<file path="src/common/rzs_pkg.sv">
// Shared constants, field layouts and carriers for the receive timeslot control block
//
// Overview of operation
// - Select codes 00/01/11 route D/E slot
// - Code 10 defers to separate source field
// - Only controller one takes data link bits
// - Twenty-four consecutive per-timeslot control registers
// - Type 00: octet passes untouched
// - Type 01: bit seven is stuffing
// - Type 10: bit eight, or seven conditionally
// - Type 11: octet replaced by 0x98
package rzs_pkg;

  // ----------------------------------------------------------------
  // Bus and address map
  // ----------------------------------------------------------------
  localparam int ADDR_W = 12;
  localparam int DATA_W = 32;
  localparam int NUM_SLOTS = 24;
  localparam logic [9:0] CHAN_CTRL_IDX_FIRST = 10'h0360;
  localparam logic [9:0] CHAN_CTRL_IDX_LAST = 10'h0377;
  localparam logic [9:0] SIG_LINK_SEL_IDX = 10'h010C;
  localparam logic [9:0] DE_SLOT_EN_IDX = 10'h03A0;
  localparam logic [9:0] ROUTE_STAT_IDX = 10'h03A1;
  localparam logic [9:0] ROUTE_CNT_IDX = 10'h03A2;

  // ----------------------------------------------------------------
  // Field layouts and reset values
  // ----------------------------------------------------------------
  localparam int SEL_HI = 7;
  localparam int SEL_LO = 6;
  localparam int ZS_HI = 5;
  localparam int ZS_LO = 4;
  localparam int COND_HI = 3;
  localparam int DE_SRC_HI = 1;
  localparam int DE_SRC_LO = 0;
  localparam logic [7:0] CHAN_CTRL_RESET = 8'h00;
  localparam logic [1:0] DE_SRC_RESET = 2'h0;
  localparam logic [23:0] DE_SLOT_EN_RESET = 24'h00_0000;

  // ----------------------------------------------------------------
  // Codes
  // ----------------------------------------------------------------
  localparam logic [1:0] SEL_CTRL1 = 2'h0;
  localparam logic [1:0] SEL_CTRL2 = 2'h1;
  localparam logic [1:0] SEL_DEFER = 2'h2;
  localparam logic [1:0] SEL_CTRL3 = 2'h3;
  localparam logic [1:0] DE_SRC_LINK = 2'h0;
  localparam logic [1:0] DE_SRC_CTRL1 = 2'h1;
  localparam logic [1:0] DE_SRC_CTRL2 = 2'h2;
  localparam logic [1:0] DE_SRC_CTRL3 = 2'h3;
  localparam logic [1:0] ZS_NONE = 2'h0;
  localparam logic [1:0] ZS_BIT7 = 2'h1;
  localparam logic [1:0] ZS_ALT = 2'h2;
  localparam logic [1:0] ZS_FILL = 2'h3;
  localparam logic [7:0] FILL_OCTET = 8'h98;
  localparam logic [7:0] MASK_ALL = 8'hFF;
  // Line bit 1 is the octet MSB, so line bit 7 is index 1, bit 8 index 0
  localparam int LINE_BIT7 = 1;
  localparam int LINE_BIT8 = 0;
  localparam int NUM_CTRL = 3;

  // ----------------------------------------------------------------
  // Carriers
  // ----------------------------------------------------------------
  typedef struct packed {
    logic [4:0] slot;
    logic [7:0] data;
    logic sig_frame;
    logic sig_bit;
  } rzs_octet_type;

  typedef struct packed {
    logic [7:0] data;
    logic [7:0] mask;
  } rzs_result_type;

endpackage

</file>
<file path="src/verilog/rzs_zero_suppress.sv">
// Per-octet zero code suppression handling
`timescale 1ns/1ns
module rzs_zero_suppress
  import rzs_pkg::*;
(
  input wire rzs_octet_type octet,
  input wire logic [1:0] zs_type,
  output rzs_result_type result
);

  always_comb begin
    result.data = octet.data;
    result.mask = MASK_ALL;
    case (zs_type)
      ZS_NONE: begin
        result.mask = MASK_ALL;
      end
      ZS_BIT7: begin
        result.mask[LINE_BIT7] = 1'b0;
      end
      ZS_ALT: begin
        // Bit 8 is stuffed outside signaling frames; in them only a zero signaling bit forces bit 7
        if (!octet.sig_frame) begin
          result.mask[LINE_BIT8] = 1'b0;
        end else if (!octet.sig_bit) begin
          result.mask[LINE_BIT7] = 1'b0;
        end
      end
      ZS_FILL: begin
        result.data = FILL_OCTET;
      end
      default: begin
        result.mask = MASK_ALL;
      end
    endcase
  end

endmodule

</file>
<file path="src/verilog/rzs_hdlc_route.sv">
// Choice of receive HDLC controller for one D/E octet
`timescale 1ns/1ns
module rzs_hdlc_route
  import rzs_pkg::*;
(
  input wire logic de_slot,
  input wire logic [1:0] slot_select,
  input wire logic [1:0] de_source,
  output logic [2:0] ctrl_onehot
);

  always_comb begin
    ctrl_onehot = 3'h0;
    if (de_slot) begin
      case (slot_select)
        SEL_CTRL1: ctrl_onehot = 3'h1;
        SEL_CTRL2: ctrl_onehot = 3'h2;
        SEL_CTRL3: ctrl_onehot = 3'h4;
        SEL_DEFER: begin
          // Link source code leaves the slot unused here
          case (de_source)
            DE_SRC_CTRL1: ctrl_onehot = 3'h1;
            DE_SRC_CTRL2: ctrl_onehot = 3'h2;
            DE_SRC_CTRL3: ctrl_onehot = 3'h4;
            default: ctrl_onehot = 3'h0;
          endcase
        end
        default: ctrl_onehot = 3'h0;
      endcase
    end
  end

endmodule

</file>
<file path="src/verilog/rzs_rx_channel.sv">
// Receive timeslot control: registers, zero suppression and HDLC routing
//
// Decided for this implementation: the APB slave port.
`timescale 1ns/1ns
module rzs_rx_channel
  import rzs_pkg::*;
(
  input wire logic REF_CLK,
  input wire logic RESET_N,
  input wire logic PSEL,
  input wire logic PENABLE,
  input wire logic PWRITE,
  input wire logic [ADDR_W-1:0] PADDR,
  input wire logic [DATA_W-1:0] PWDATA,
  output logic [DATA_W-1:0] PRDATA,
  output logic PREADY,
  output logic PSLVERR,
  input wire logic RX_OCT_VALID,
  input wire rzs_octet_type RX_OCT,
  input wire logic RX_DL_VALID,
  input wire logic RX_DL_BIT,
  output logic RX_OUT_VALID,
  output logic [4:0] RX_OUT_SLOT,
  output rzs_result_type RX_OUT,
  output logic [2:0] HDLC_DE_VALID,
  output rzs_result_type HDLC_DE,
  output logic HDLC1_DL_VALID,
  output logic HDLC1_DL_BIT
);

  // ----------------------------------------------------------------
  // Address decode
  // ----------------------------------------------------------------
  typedef enum logic [2:0] {
    REG_NONE = 3'b000,
    REG_CHAN = 3'b001,
    REG_SIGL = 3'b010,
    REG_DEEN = 3'b011,
    REG_STAT = 3'b100,
    REG_CNT = 3'b101
  } rzs_reg_type;

  function automatic rzs_reg_type decode_reg(input logic [ADDR_W-1:0] addr);
    logic [9:0] idx;
    idx = addr[ADDR_W-1:2];
    decode_reg = REG_NONE;
    if (addr[1:0] == 2'h0) begin
      if (idx >= CHAN_CTRL_IDX_FIRST && idx <= CHAN_CTRL_IDX_LAST) begin
        decode_reg = REG_CHAN;
      end else if (idx == SIG_LINK_SEL_IDX) begin
        decode_reg = REG_SIGL;
      end else if (idx == DE_SLOT_EN_IDX) begin
        decode_reg = REG_DEEN;
      end else if (idx == ROUTE_STAT_IDX) begin
        decode_reg = REG_STAT;
      end else if (idx == ROUTE_CNT_IDX) begin
        decode_reg = REG_CNT;
      end
    end
  endfunction

  function automatic logic [4:0] decode_slot(input logic [ADDR_W-1:0] addr);
    logic [9:0] idx;
    idx = addr[ADDR_W-1:2] - CHAN_CTRL_IDX_FIRST;
    decode_slot = idx[4:0];
  endfunction

  // ----------------------------------------------------------------
  // Declarations
  // ----------------------------------------------------------------
  logic [7:0] chan_ctrl_r [NUM_SLOTS];
  logic [1:0] de_src_r;
  logic [23:0] de_slot_en_r;
  logic [7:0] route_cnt_r [NUM_CTRL];
  logic [4:0] last_slot_r;
  logic [2:0] last_ctrl_r;
  logic last_valid_r;
  logic pready_r;
  logic pslverr_r;
  logic [DATA_W-1:0] prdata_r;
  logic acc_done;
  logic wr_done;
  rzs_reg_type acc_reg;
  logic [4:0] acc_slot;
  logic cnt_clear;
  logic [DATA_W-1:0] rd_nxt;

  logic [7:0] cfg_now;
  logic slot_ok;
  logic de_slot;
  rzs_result_type zs_res;
  logic [2:0] ctrl_sel;

  logic out_valid_r;
  logic [4:0] out_slot_r;
  rzs_result_type out_res_r;
  logic [2:0] de_valid_r;
  rzs_result_type de_res_r;
  logic dl_valid_r;
  logic dl_bit_r;

  // ----------------------------------------------------------------
  // APB slave, one wait state on every access
  // ----------------------------------------------------------------
  assign acc_reg = decode_reg(PADDR);
  assign acc_slot = decode_slot(PADDR);
  assign acc_done = PSEL && PENABLE && pready_r;
  assign wr_done = acc_done && PWRITE && (acc_reg != REG_NONE);
  assign cnt_clear = wr_done && (acc_reg == REG_CNT);

  always_ff @(posedge REF_CLK or negedge RESET_N) begin
    if (!RESET_N) begin
      pready_r <= 1'b0;
    end else begin
      pready_r <= PSEL && PENABLE && !pready_r;
    end
  end

  always_comb begin
    rd_nxt = '0;
    case (acc_reg)
      REG_CHAN: rd_nxt[7:0] = chan_ctrl_r[acc_slot];
      REG_SIGL: rd_nxt[DE_SRC_HI:DE_SRC_LO] = de_src_r;
      REG_DEEN: rd_nxt[23:0] = de_slot_en_r;
      REG_STAT: rd_nxt[8:0] = {last_valid_r, last_ctrl_r, last_slot_r};
      REG_CNT: rd_nxt[23:0] = {route_cnt_r[2], route_cnt_r[1], route_cnt_r[0]};
      default: rd_nxt = '0;
    endcase
  end

  always_ff @(posedge REF_CLK or negedge RESET_N) begin
    if (!RESET_N) begin
      prdata_r <= '0;
      pslverr_r <= 1'b0;
    end else if (PSEL && PENABLE && !pready_r) begin
      // Read data and error land together with PREADY
      prdata_r <= PWRITE ? '0 : rd_nxt;
      pslverr_r <= (acc_reg == REG_NONE) || (PWRITE && acc_reg == REG_STAT);
    end else begin
      prdata_r <= '0;
      pslverr_r <= 1'b0;
    end
  end

  // ----------------------------------------------------------------
  // Configuration registers
  // ----------------------------------------------------------------
  // The datapath below reads the old value in a write's own cycle, so a
  // setting only ever changes between two occurrences of its slot
  genvar gs;
  generate
    for (gs = 0; gs < NUM_SLOTS; gs++) begin : g_chan
      always_ff @(posedge REF_CLK or negedge RESET_N) begin
        if (!RESET_N) begin
          chan_ctrl_r[gs] <= CHAN_CTRL_RESET;
        end else if (wr_done && acc_reg == REG_CHAN && acc_slot == 5'(gs)) begin
          chan_ctrl_r[gs] <= PWDATA[7:0];
        end
      end
    end
  endgenerate

  always_ff @(posedge REF_CLK or negedge RESET_N) begin
    if (!RESET_N) begin
      de_src_r <= DE_SRC_RESET;
    end else if (wr_done && acc_reg == REG_SIGL) begin
      de_src_r <= PWDATA[DE_SRC_HI:DE_SRC_LO];
    end
  end

  always_ff @(posedge REF_CLK or negedge RESET_N) begin
    if (!RESET_N) begin
      de_slot_en_r <= DE_SLOT_EN_RESET;
    end else if (wr_done && acc_reg == REG_DEEN) begin
      de_slot_en_r <= PWDATA[23:0];
    end
  end

  // ----------------------------------------------------------------
  // Per-octet processing
  // ----------------------------------------------------------------
  // Slot numbers above 23 are dropped rather than aliased
  assign slot_ok = RX_OCT.slot < 5'(NUM_SLOTS);
  assign cfg_now = slot_ok ? chan_ctrl_r[RX_OCT.slot] : CHAN_CTRL_RESET;
  assign de_slot = RX_OCT_VALID && slot_ok && de_slot_en_r[RX_OCT.slot];

  rzs_zero_suppress u_zero_suppress (
    .octet(RX_OCT),
    .zs_type(cfg_now[ZS_HI:ZS_LO]),
    .result(zs_res)
  );

  rzs_hdlc_route u_hdlc_route (
    .de_slot(de_slot),
    .slot_select(cfg_now[SEL_HI:SEL_LO]),
    .de_source(de_src_r),
    .ctrl_onehot(ctrl_sel)
  );

  always_ff @(posedge REF_CLK or negedge RESET_N) begin
    if (!RESET_N) begin
      out_valid_r <= 1'b0;
      out_slot_r <= '0;
      out_res_r <= '0;
    end else begin
      out_valid_r <= RX_OCT_VALID && slot_ok;
      if (RX_OCT_VALID && slot_ok) begin
        out_slot_r <= RX_OCT.slot;
        out_res_r <= zs_res;
      end
    end
  end

  always_ff @(posedge REF_CLK or negedge RESET_N) begin
    if (!RESET_N) begin
      de_valid_r <= 3'h0;
      de_res_r <= '0;
    end else begin
      de_valid_r <= ctrl_sel;
      if (ctrl_sel != 3'h0) begin
        de_res_r <= zs_res;
      end
    end
  end

  // ----------------------------------------------------------------
  // Data link bits, controller one only
  // ----------------------------------------------------------------
  // The link path is open only while the deferred source names the link
  always_ff @(posedge REF_CLK or negedge RESET_N) begin
    if (!RESET_N) begin
      dl_valid_r <= 1'b0;
      dl_bit_r <= 1'b0;
    end else begin
      dl_valid_r <= RX_DL_VALID && (de_src_r == DE_SRC_LINK);
      if (RX_DL_VALID) begin
        dl_bit_r <= RX_DL_BIT;
      end
    end
  end

  // ----------------------------------------------------------------
  // Routing status and counters
  // ----------------------------------------------------------------
  always_ff @(posedge REF_CLK or negedge RESET_N) begin
    if (!RESET_N) begin
      last_valid_r <= 1'b0;
      last_ctrl_r <= 3'h0;
      last_slot_r <= '0;
    end else if (ctrl_sel != 3'h0) begin
      last_valid_r <= 1'b1;
      last_ctrl_r <= ctrl_sel;
      last_slot_r <= RX_OCT.slot;
    end
  end

  // Counters saturate; a routed octet in the clearing cycle counts as one
  genvar gc;
  generate
    for (gc = 0; gc < NUM_CTRL; gc++) begin : g_cnt
      always_ff @(posedge REF_CLK or negedge RESET_N) begin
        if (!RESET_N) begin
          route_cnt_r[gc] <= 8'h00;
        end else if (cnt_clear) begin
          route_cnt_r[gc] <= {7'h00, ctrl_sel[gc]};
        end else if (ctrl_sel[gc] && route_cnt_r[gc] != 8'hFF) begin
          route_cnt_r[gc] <= route_cnt_r[gc] + 8'h01;
        end
      end
    end
  endgenerate

  // ----------------------------------------------------------------
  // Outputs
  // ----------------------------------------------------------------
  assign PRDATA = prdata_r;
  assign PREADY = pready_r;
  assign PSLVERR = pslverr_r;
  assign RX_OUT_VALID = out_valid_r;
  assign RX_OUT_SLOT = out_slot_r;
  assign RX_OUT = out_res_r;
  assign HDLC_DE_VALID = de_valid_r;
  assign HDLC_DE = de_res_r;
  assign HDLC1_DL_VALID = dl_valid_r;
  assign HDLC1_DL_BIT = dl_bit_r;

endmodule

</file>
<file path="config.mk">
export PLATFORM = sky130hd
export DESIGN_NAME = rzs_rx_channel
export DESIGN_NICKNAME = d
export VERILOG_FILES = /design/src/common/rzs_pkg.sv /design/src/verilog/rzs_zero_suppress.sv /design/src/verilog/rzs_hdlc_route.sv /design/src/verilog/rzs_rx_channel.sv
export SDC_FILE = /design/constraint.sdc
export NUM_CORES = 1
export LEC_CHECK = 0
export BUFFER_PORTS_ARGS = -buffer_cell sky130_fd_sc_hd__buf_2
export CAP_MARGIN = 5
export CORE_UTILIZATION = 55
export DETAILED_ROUTE_END_ITERATION = 10
export MAX_ROUTING_LAYER = met4
export PLACE_DENSITY = 0.73
export REMOVE_ABC_BUFFERS = 1
export SYNTH_ARGS = -nofsm -noshare
export SYNTH_HDL_FRONTEND = slang
export SYNTH_SLANG_ARGS = --single-unit
</file>
<file path="constraint.sdc">
create_clock -name REF_CLK -period 3.25 [get_ports REF_CLK]
set_input_delay 0.1625 -clock REF_CLK [delete_from_list [all_inputs] [get_ports REF_CLK]]
set_output_delay 0.1625 -clock REF_CLK [all_outputs]
set_load 0.01 [all_outputs]
</file>
==> out/qor.tcl <==
set qor(mappedNetlistArea_um2) 15410
set qor(finish.net_count) 1369
set qor(synthDistinctLibCells) 70
set qor(worst_setup_path_end_kind) {flip-flop}
set qor(place_inst) 1609
set qor(routed-via-count) 10340
set qor(place.detailed.hpwl_um) 25340
set qor(maxcap_viol_count) 0
set qor(clk_transition_reported_paths_ns) 0.06
set qor(critical_path_cell_by_cell) {mux4_2 > a22o_1 > a21oi_2 > nand3_2 > a211o_1 > or4_1 > a21oi_1}
set qor(multi_input_comb_area_um2) 7161
set qor(clkLatencyLatePin_ns) 0.52
set qor(tritoncts_num_sinks) 309
set qor(critical_path_arrival_ns) 3.14
set qor(synth_enable_flop_cells) 0
set qor(finalWorstSetupSlack_ns) 0.5396
set qor(critical_path.startpoint_type) {flip-flop}
set qor(path_delay_family) {compound AO/OA/AOI/OAI gates}
set qor(setup_total_negative_slack_ns) 0
set qor(cellLeakagePower_nw) 8.615
set qor(power_density_nw_per_um2) 489.9
set qor(synth_top_cell_area_share_pct) 50.18
set qor(antenna_cells) 0
set qor(grt_antenna_before_repair) 1
set qor(grt_first_pass_wirelength_um) 60220
set qor(ff2ff_setup_slack_ns) 0.54
set qor(period_share_pct) 83.40
set qor(synth.ff_latch_count) 309
set qor(holdCritPathClass) {primary input to flip-flop}
set qor(die_width_um) 169.4
set qor(via_count_of_the_first_global_routing_pass) 10600
set qor(required_ns) 3.67
set qor(num_rows) 60
set qor(cts_root_buf) {clkbuf_16}
set qor(drt-wirelength-per-cell_um) 22.54
set qor(drt_iter0_markers) 718
set qor(postCtsSetupBuffers) 0
set qor(drv_slew) 0
set qor(placement.io_buffers) 127
set qor(initial_core_util_pct) 56.55
set qor(r2r-end) {route_cnt_r[23]$_DFFE_PN0P_}
set qor(syn-instance-count) 1130
set qor(cell_depth_of_the_worst_min_delay_path) 3
set qor(maximum_number_of_pins_on_one_net_before_global_route_repair) 107
set qor(ys_dominant_reg_cell) {dfrtp_1}
set qor(ctsHoldBuffers) 26
set qor(hold_path.startpoint) {RX_OCT[8]}
set qor(finalHoldViolations) 0
set qor(tightestPinTransition_ns) 0.8213
set qor(cts_tree) {done}
set qor(final-instance-count-excl-fill) 1697
set qor(async_flop_share_pct) 100.0
set qor(clock_tree.buffer_depth) 3
set qor(min_delay_worst_endpoint) {RX_OUT[14]$_DFFE_PN0P_}
set qor(ys_top_cells_by_count) {309 x dfrtp_1, 254 x mux2_2, 78 x mux4_2}
set qor(firstDrtPassIters) 6
set qor(gp_routability_congestion) 0.9310
set qor(run_status) {finished, final reports clean}
set qor(critical_setup_path_class) {flip-flop to flip-flop}
set qor(worst-path-buf-inv) 0
set qor(core_area_um2) 27250
set qor(path_max_fanout) 11
set qor(worst_ir_drop_vdd_mv) 0.5062
set qor(synthesis.yosys.warnings) 0
set qor(antenna_violating_nets_post_route) 0
set qor(cts_buffers) 34
set qor(preCtsSetupSlack_ns) 0.1404
set qor(area.sequential_um2) 7732
set qor(finalCriticalPeriod_ns) 2.710
set qor(htree_levels) 2
set qor(syn2layout_area_growth_pct) 17.72
set qor(fp.dieH_um) 169.4
set qor(most_frequent_cell_after_synthesis) {dfrtp_1}
set qor(fillers) 2010
set qor(rr_worst_depth) 7
set qor(drive_gt1_share_pct) 45.81
set qor(synth_sequential_area_ratio_pct) 50.18
set qor(hold_ws_ns) 0.05107
set qor(grt_util_all_layers_pct) 28.55
set qor(report.final.setup_viol) 0
set qor(cpPeakStageDelay_ns) 0.54
set qor(worst_r2r_startpoint) {chan_ctrl_r[7]$_DFFE_PN0P_}
set qor(syn_avg_cell_area_um2) 13.64
set qor(cell_taking_the_most_area_after_synthesis) {dfrtp_1}
set qor(pin_count) 144
set qor(drc) 0
set qor(ctsResizeCount) 0
set qor(detail_route.vias_per_cell) 6.092
set qor(netlist_top_cells_area) {dfrtp_1 50%, mux2_2 19%, mux4_2 11%}
set qor(globalRoute.totalOverflow) 0
set qor(rsz0062_at_grt) {no}
set qor(floorplan_die_area_um2) 28690
set qor(finClkSkew_ns) 0.01717
set qor(routed_wl_um) 38250
set qor(crit_path_top_delay_cell) {or4_1}
set qor(worst_rel_slew_slack_pct) 44.47
set qor(fmaxAchievable_mhz) 369.0
## placed cells by master (no fill, tap or decap), types with 24 or more instances in the layout
cell           netlist  final
a22oi_1             24     24
dfrtp_1            309    309
mux2i_1             31     31
mux2_2             254    254
mux4_2              78     78
buf_4               19     56
clkbuf_16            0     37
buf_2               13    125
nand2_1             48     48
nor2_1              59     59
dlygate4sd3_1        0     26
## routing by layer
| metal | track usage [%] | part of all wire [%] | vias to the layer above |
|---|---|---|---|
| met5 | - | 0 | - |
| met4 | 7.951 | 2.5 | 0 |
| li1 | - | - | 4536 |
| met1 | 37.86 | 43 | 5366 |
| met2 | 45.86 | 49 | 372 |
| met3 | 4.711 | 6.1 | 64 |
## where the power goes
part / internal (mW) / total, mW / switching, mW
clock: 2.63 / 4.18 / 1.55
sequential: 3.95 / 4.02 / 0.0711
combinational: 0.287 / 0.687 / 0.400
total: 6.86 / 8.89 / 2.02
## logic make-up (layout without fill, tap and decap cells)
family,after synthesis,in the layout,synth area share (%)
flip-flops,309,309,50.18
multiplexers,370,370,33.17
AND/OR/NAND/NOR,226,226,7.900
AO/OA/AOI/OAI,109,109,4.864
adder cells (fa/ha/maj),3,3,0.2436
buffers and inverters,111,299,3.564
XOR/XNOR,1,1,0.05685
other,1,8,0.02434
## cell type report
type	instances	area share [%]
sequential	309	42.62
multi-input combinational	717	39.47
timing repair buffer	215	8.056
clock buffer	49	5.738
tap	372	2.566
clock inverter	13	1.090
inverter	22	0.4552
## through the flow
step	area [um2]	power (mW)	util, %
2_1_floorplan	14970	4.344	-
3_3_place_gp	16640	4.734	61.07
3_5_place_dp	16640	4.752	61.07
4_1_cts	18140	8.970	66.57
5_1_grt	18140	9.192	66.57
6_report	18140	8.887	66.57
## worst max-delay path by stage
stage | from | to | depth (start not counted)
floorplan | PADDR[7] | de_slot_en_r[0]$_DFFE_PN0P_ | 5
global route | PREADY$_DFF_PN0_ | chan_ctrl_r[136]$_DFFE_PN0P_ | 5
detailed placement | RX_OCT[11] | route_cnt_r[23]$_DFFE_PN0P_ | 9
CTS | chan_ctrl_r[7]$_DFFE_PN0P_ | route_cnt_r[23]$_DFFE_PN0P_ | 7
finish | chan_ctrl_r[7]$_DFFE_PN0P_ | route_cnt_r[23]$_DFFE_PN0P_ | 7
global placement | RX_OCT[11] | route_cnt_r[19]$_DFFE_PN0P_ | 8
## registers in the layout, indices dropped and copies added, names as in the netlist
name,flops
last_ctrl_r,3
PRDATA,24
last_slot_r,5
RX_OUT,11
PREADY,1
RX_OUT_VALID,1
de_slot_en_r,24
chan_ctrl_r,192
last_valid_r,1
HDLC_DE,10
HDLC1_DL_VALID,1
PSLVERR,1
HDLC_DE_VALID,3
de_src_r,2
route_cnt_r,24
RX_OUT_SLOT,5
HDLC1_DL_BIT,1
## worst reg2reg max path: stages, from the launching register on
cell and delay [ns]:
dfrtp_1 0.40, mux4_2 0.49, a22o_1 0.29, a21oi_2 0.15
nand3_2 0.14, a211o_1 0.44, or4_1 0.55, a21oi_1 0.18
Power figures use the tool's default switching activity.
